$ cat src/rtl/pll_div_pkg.sv
`default_nettype none

package pll_div_pkg;

  localparam int          NUM_DIV    = 5;
  localparam int          CNT_W      = 8;
  localparam int          ADR_W      = 8;
  // register map, byte addresses
  localparam logic [7:0]  CFG_BASE   = 8'h00;
  localparam logic [7:0]  PHASE_BASE = 8'h20;
  localparam logic [7:0]  STATUS_OFS = 8'h40;
  localparam logic [7:0]  REG_STRIDE = 8'h04;
  // divider register fields
  localparam int          HIGH_LSB   = 0;
  localparam int          LOW_LSB    = 8;
  localparam int          BYPASS_BIT = 16;
  localparam int          ODD_BIT    = 17;
  // reset values: divide by two, no phase offset
  localparam logic [17:0] CFG_RESET  = 18'h00101;
  localparam logic [7:0]  PHASE_RESET = 8'h00;

  typedef struct packed {
    logic             odd;
    logic             bypass;
    logic [CNT_W-1:0] low;
    logic [CNT_W-1:0] high;
  } div_cfg_s;

  typedef struct packed {
    logic             cyc;
    logic             stb;
    logic             we;
    logic [3:0]       sel;
    logic [ADR_W-1:0] adr;
    logic [31:0]      dat;
  } wb_req_s;

  typedef struct packed {
    div_cfg_s [NUM_DIV-1:0]              cfg;
    logic     [NUM_DIV-1:0][CNT_W-1:0]   phase;
    logic     [NUM_DIV-1:0][CNT_W:0]     cnt;
    logic     [NUM_DIV-1:0][CNT_W-1:0]   hold;
    logic     [NUM_DIV-1:0]              lvl;
    logic     [NUM_DIV-1:0]              tgl;
    logic                                ack;
    logic     [31:0]                     rdat;
  } state_s;

endpackage : pll_div_pkg

`default_nettype wire

$ cat src/rtl/pll_post_scale_divider.sv
// Operation
// - five dividers, retuned live over the bus
// - eight-bit high and low counts per divider
// - duty is high over high-plus-low period
// - bypass bit one passes clock, divide one
// - bypass zero divides by high plus low
// - odd clear: output falls on rising edge
// - odd set: output falls on falling edge
// - odd set: high minus half, low plus half
// - divider writes never touch phase setting
//
// Design decisions made here: the Wishbone interface to the registers and the placing of the registers.
`timescale 1ns/1ps
`default_nettype none

module pll_post_scale_divider (
  input  wire logic                        clk_i,
  input  wire logic                        rst_i,
  input  wire pll_div_pkg::wb_req_s        wb_req_i,
  output logic [31:0]                      wb_dat_o,
  output logic                             wb_ack_o,
  output logic [pll_div_pkg::NUM_DIV-1:0]  div_clk_o
);

  pll_div_pkg::state_s                       s;
  pll_div_pkg::state_s                       next_s;
  logic [pll_div_pkg::NUM_DIV-1:0]           lvl_fall;
  logic [pll_div_pkg::NUM_DIV-1:0]           tgl_fall;
  logic                                      hit;
  logic [31:0]                               wmask;
  logic [pll_div_pkg::NUM_DIV-1:0][8:0]      total;
  logic [pll_div_pkg::NUM_DIV-1:0][8:0]      hadj;

  function automatic logic [8:0] eff(input logic [7:0] v);
    eff = (v == 8'h00) ? 9'h001 : {1'b0, v};
  endfunction : eff

  assign hit   = wb_req_i.cyc & wb_req_i.stb & ~s.ack;
  assign wmask = {{8{wb_req_i.sel[3]}}, {8{wb_req_i.sel[2]}},
                  {8{wb_req_i.sel[1]}}, {8{wb_req_i.sel[0]}}};

  always_comb begin
    logic [31:0] old_w;
    logic [31:0] new_w;
    logic [8:0]  next_hadj;
    old_w  = 32'h0000_0000;
    new_w  = 32'h0000_0000;
    next_hadj = 9'h000;
    next_s = s;
    next_s.ack  = hit;
    next_s.rdat = 32'h0000_0000;
    for (int i = 0; i < pll_div_pkg::NUM_DIV; i++) begin
      total[i] = eff(s.cfg[i].high) + eff(s.cfg[i].low);
      hadj[i]  = s.cfg[i].odd ? eff(s.cfg[i].high) - 9'h001
                              : eff(s.cfg[i].high);
      // free running period count, held off while a phase delay runs
      if (s.hold[i] != 8'h00) begin
        next_s.hold[i] = s.hold[i] - 8'h01;
      end else if (s.cnt[i] + 9'h001 >= total[i]) begin
        next_s.cnt[i] = 9'h000;
      end else begin
        next_s.cnt[i] = s.cnt[i] + 9'h001;
      end
      next_s.tgl[i] = s.cfg[i].bypass ? ~s.tgl[i] : 1'b0;
      // divider write restarts the period and leaves phase alone
      if (hit && wb_req_i.we && wb_req_i.adr == pll_div_pkg::CFG_BASE
          + 8'(i) * pll_div_pkg::REG_STRIDE) begin
        old_w = {14'h0000, s.cfg[i]};
        new_w = (old_w & ~wmask) | (wb_req_i.dat & wmask);
        next_s.cfg[i]  = new_w[17:0];
        next_s.cnt[i]  = 9'h000;
        next_s.hold[i] = 8'h00;
      end
      // phase write delays the period start by that many cycles
      if (hit && wb_req_i.we && wb_req_i.adr == pll_div_pkg::PHASE_BASE
          + 8'(i) * pll_div_pkg::REG_STRIDE && wb_req_i.sel[0]) begin
        next_s.phase[i] = wb_req_i.dat[7:0];
        next_s.cnt[i]   = 9'h000;
        next_s.hold[i]  = wb_req_i.dat[7:0];
      end
      // level must follow the setting that is live next cycle
      next_hadj = next_s.cfg[i].odd ? eff(next_s.cfg[i].high) - 9'h001
                                    : eff(next_s.cfg[i].high);
      next_s.lvl[i] = (next_s.hold[i] == 8'h00)
                      && (next_s.cnt[i] < next_hadj);
      if (hit && !wb_req_i.we) begin
        if (wb_req_i.adr == pll_div_pkg::CFG_BASE
            + 8'(i) * pll_div_pkg::REG_STRIDE) begin
          next_s.rdat = {14'h0000, s.cfg[i]};
        end
        if (wb_req_i.adr == pll_div_pkg::PHASE_BASE
            + 8'(i) * pll_div_pkg::REG_STRIDE) begin
          next_s.rdat = {24'h000000, s.phase[i]};
        end
      end
    end
    if (hit && !wb_req_i.we && wb_req_i.adr == pll_div_pkg::STATUS_OFS) begin
      next_s.rdat = {{(32 - pll_div_pkg::NUM_DIV){1'b0}}, s.lvl};
    end
  end

  always_ff @(posedge clk_i) begin
    if (rst_i) begin
      s      <= '0;
      s.cfg  <= {pll_div_pkg::NUM_DIV{pll_div_pkg::CFG_RESET}};
      s.phase <= {pll_div_pkg::NUM_DIV{pll_div_pkg::PHASE_RESET}};
    end else begin
      s <= next_s;
    end
  end

  // half-cycle retiming for odd mode and bypass
  always_ff @(negedge clk_i) begin
    if (rst_i) begin
      lvl_fall <= '0;
      tgl_fall <= '0;
    end else begin
      lvl_fall <= s.lvl;
      tgl_fall <= s.tgl;
    end
  end

  always_comb begin
    for (int i = 0; i < pll_div_pkg::NUM_DIV; i++) begin
      if (s.cfg[i].bypass) begin
        div_clk_o[i] = s.tgl[i] ^ tgl_fall[i];
      end else if (s.cfg[i].odd) begin
        div_clk_o[i] = s.lvl[i] | lvl_fall[i];
      end else begin
        div_clk_o[i] = s.lvl[i];
      end
    end
  end

  assign wb_dat_o = s.rdat;
  assign wb_ack_o = s.ack;

  // per-divider checks, one copy for each divider
  for (genvar g = 0; g < pll_div_pkg::NUM_DIV; g++) begin : gen_chk

  end
endmodule : pll_post_scale_divider

`default_nettype wire

$ cat config.mk
export PLATFORM = sky130hd
export DESIGN_NAME = pll_post_scale_divider
export DESIGN_NICKNAME = d
export VERILOG_FILES = /design/src/rtl/pll_div_pkg.sv /design/src/rtl/pll_post_scale_divider.sv
export SDC_FILE = /design/constraint.sdc
export NUM_CORES = 1
export LEC_CHECK = 0
export BUFFER_PORTS_ARGS = -buffer_cell sky130_fd_sc_hd__clkbuf_2
export CORE_MARGIN = 1
export CORE_UTILIZATION = 60
export DETAILED_ROUTE_END_ITERATION = 6
export GPL_TIMING_DRIVEN = 0
export HOLD_SLACK_MARGIN = 0.05
export PLACE_DENSITY = 0.86
export SLEW_MARGIN = 20
export SYNTH_ARGS = -nofsm -noshare
export SYNTH_HDL_FRONTEND = slang
export SYNTH_SLANG_ARGS = --single-unit
$ cat constraint.sdc
create_clock -name clk_i -period 8.72 [get_ports clk_i]
set_clock_uncertainty 0.15 [all_clocks]
set_input_delay 2.18 -clock clk_i [delete_from_list [all_inputs] [get_ports clk_i]]
set_output_delay 2.18 -clock clk_i [all_outputs]
set_load 0.02 [all_outputs]
==> results.md <==
- Commonest non-fill, non-tap cells in the layout: dfxtp_1, nand2_1, a21oi_1
- Crit Path Class: primary input to flip-flop
- Reg power frac: 36.0%
- Vias per cell: 6.515
- Delay-heaviest family, CP: buffers and inverters
- Htree depth: 1
- DR WL/cell: 22.99 um
- Switching power: 1247 uW
- Worst hold margin: 299.7 ps
- Share of the synthesized area in the top cell type: 30.65%
- Port bufs: 53
- Post-Route WL: 58,180 um
- CTS tree: done
- Synthesis Warnings: 0
- Drt pass-1 iters: 7
- Hold Path End: wb_ack_o
- Post-synth cell types: 74
- Register bit total from synthesis: 254
- Commonest non-fill, non-tap cell in the layout: dfxtp_1
- Worst r2r dst: s[40]
- CP max stage cell: clkbuf_1
- First-pass GRT wire length: 88,060 um
- Vias in the first global route: 15,490
- Setup violators final: 0
- Mapped cell area: 16,590 sq um
- Ports: 87
- DRT iter0 DRCs: 2,249
- Sequential share of the synthesized area: 30.65%
- Setup bufs post-CTS: 0
- Vias: 16,480
- Fillers: 2,210
- Antenna Violating Nets Remaining: 0
- Area contributors post-synth: dfxtp_1, ha_1, nand2_1
- Ys async rst share: 0%
- Die Span Y: 168.3 um
- Critical Path End Type: flip-flop
- Rows: 60
- Leak Pwr: 0.008090 uW
- Placer's final routability congestion estimate: 1.073
- Hold path start: wb_ack_o
- Share of cells above drive strength 1: 8.410%
- Worst setup margin: 194.8 ps
- Maximum root-to-sink buffer count: 3
- Max incr delay on CP: 770 ps
- Crit-path max FO: 10
- Net Sw Frac: 33.71%
- Die area: 28,320 sq um
- Footprint of the multi-input gates: 10,580 sq um
- Hold Vio Cnt, Final: 0
- Largest net degree at the start of global routing: 15
- Starting Density: 61.38%
- DRC viols: 1
- TritonCTS buffer count: 28
- Slew HR: 16.68%
- Final slew viol count: 0
- Syn Inst Count: 2,062
- R2R setup slack: 2590 ps
- EDFF count, synth: 0
- Initial antenna violation count: 1
- Hold depth: 1
- WP data required: 4670 ps
- Cell taking the most area after synthesis: dfxtp_1
- Status: finished with violations
- Worst VDD drop: 0.2127 mV
- Register area: 5085 sq um
- Violated checks: DRC
- Crit path buffers/inverters: 4
- Core Area: 27,030 sq um
- Worst-skew pair later-pin latency: 560 ps
- Worst Tran Pin Value: 1250 ps
- Reg2Reg Launch Point: s[207]
- Final net count: 2,361
- Post-detail-place hpwl: 44,180 um
- HP Class: flip-flop to flip-flop
- Root buffer cell: clkbuf_16
- Pwr/cell area: 200.9 nW/um^2
- Gr usage total: 40.41%
- Avg Inst Size Synth: 8.045 sq um
- Clock power frac: 36.8%
- R2r worst-path depth: 27
- Dpl ws: -603.5 ps
- Main synth FF type: dfxtp_1
- Clock slew at reported path FFs: 60 ps
- RSZ-0062 raised after global routing: false
- Clk sink count: 254
- Post-layout util: 68.13%
- Logic pwr share: 27.2%
- Number of max-cap violations: 0
- Cell Chain, Critical Path: clkbuf_2, clkbuf_1, clkbuf_1, clkbuf_2, nor2_1
- Int Pwr: 2452 uW
- Remaining global-route overflow: 0
- CP startpoint kind: primary input
- P&R area growth vs syn: 11.00%
- CP arrival: 4480 ps
- Chip width: 168.3 um
- Number of hold buffers added after CTS: 0
cell usage after synthesis (7+ instances only):
| cell type | n |
|---|---|
| mux2i_1 | 62 |
| a22o_1 | 28 |
| a2111oi_0 | 7 |
| mux2_2 | 13 |
| a22oi_1 | 44 |
| a211oi_1 | 14 |
| buf_2 | 7 |
| xor2_1 | 60 |
| xnor2_1 | 80 |
| a211o_1 | 7 |
| nor4_1 | 27 |
| nor3_1 | 48 |
| nand2_1 | 248 |
| or2_2 | 7 |
| clkbuf_1 | 149 |
| dfxtp_1 | 254 |
| a21o_1 | 40 |
| nand4_1 | 29 |
| o21a_1 | 7 |
| or3_1 | 11 |
| nor2_1 | 170 |
| o21ai_0 | 54 |
| o211ai_1 | 11 |
| nor3b_1 | 15 |
| nor2b_1 | 57 |
| and3_1 | 18 |
| a21oi_1 | 185 |
| or4_1 | 9 |
| and2_1 | 11 |
| ha_1 | 140 |
| a21boi_0 | 7 |
| inv_1 | 36 |
| nand3_1 | 48 |
| a221oi_1 | 8 |
| buf_4 | 32 |
| nand3b_1 | 14 |
| nand2b_1 | 22 |
cells by family (layout without fill, tap and decap cells):
logic type | after synthesis | count (layout) | share of synthesized area [%]
flops | 254 | 254 | 30.65
other cells | 1 | 15 | 0.02261
mux | 75 | 75 | 4.624
fa+ha+maj | 145 | 145 | 11.16
compound gates | 458 | 458 | 17.79
buf+inv | 229 | 342 | 5.959
simple gates | 760 | 760 | 22.40
xor+xnor | 140 | 140 | 7.392
repair_timing:
action	CTS	global route
endpoints found under the hold margin	0	0
gates resized for setup	0	3
endpoints found under the setup margin	0	1
metal layers:
| metal | part of all wire (%) | global-route usage [%] | vias up |
|---|---|---|---|
| li1 | - | - | 7456 |
| met1 | 38 | 50.85 | 7717 |
| met2 | 43 | 63.38 | 1062 |
| met3 | 12 | 9.897 | 248 |
| met4 | 6.6 | 22.53 | 0 |
| met5 | 0 | 0 | - |
area by class of cell:
type | instances | share of cell area, %
Clock inverter | 28 | 1.678
Inverter | 38 | 0.7746
Multi-Input combinational cell | 1592 | 57.43
Sequential cell | 254 | 27.61
Antenna cell | 1 | 0.01359
Buffer | 190 | 4.580
Tap cell | 341 | 2.317
Timing Repair Buffer | 53 | 1.441
Clock buffer | 33 | 4.152
worst max path at each step:
stage / from / end / depth (start not counted)
floorplan: rst_i / lvl_fall[4] / 4
global placement: rst_i / lvl_fall[4] / 5
detailed placement: rst_i / lvl_fall[4] / 5
CTS: rst_i / lvl_fall[4] / 5
global route: rst_i / lvl_fall[4] / 5
finish: rst_i / lvl_fall[4] / 5
worst register-to-register path, cell delays in order, from the launching register on:
cell and delay (ps):
dfxtp_1 540, nor2_1 120, a31o_2 290, ha_1 200
inv_1 80, fa_1 210, nor2b_1 50, o21ai_0 150
nand2b_1 110, a21o_1 180, a21o_1 190, a21o_1 170
a21oi_1 170, ha_1 280, nand2_1 70, o21ai_0 80
or3_1 390, nor3_2 420, a21o_1 200, a21o_1 160
ha_1 260, nand4_1 90, nor3_1 70, a2111oi_0 440
nand2b_1 100, a221oi_1 290, nand4_1 130, nor3_1 380
power groups by stage:
stage | clock (uW) | combinational, uW | sequential, uW
floorplan | 7.76 | 746 | 1320
global placement | 7.76 | 952 | 1350
detailed placement | 7.76 | 976 | 1350
CTS | 1360 | 984 | 1330
global route | 1410 | 1110 | 1340
finish | 1360 | 1010 | 1330
metrics by stage:
step	area [sq um]	TNS [ps]	cells	total power, uW
2_1_floorplan	16640	0	2075	2078
3_3_place_gp	17330	-550.4	2469	2306
3_5_place_dp	17330	-603.5	2469	2333
4_1_cts	18400	0	2529	3667
5_1_grt	18410	0	2530	3852
6_report	18410	0	2530	3699
Power figures use the tool's default switching activity.
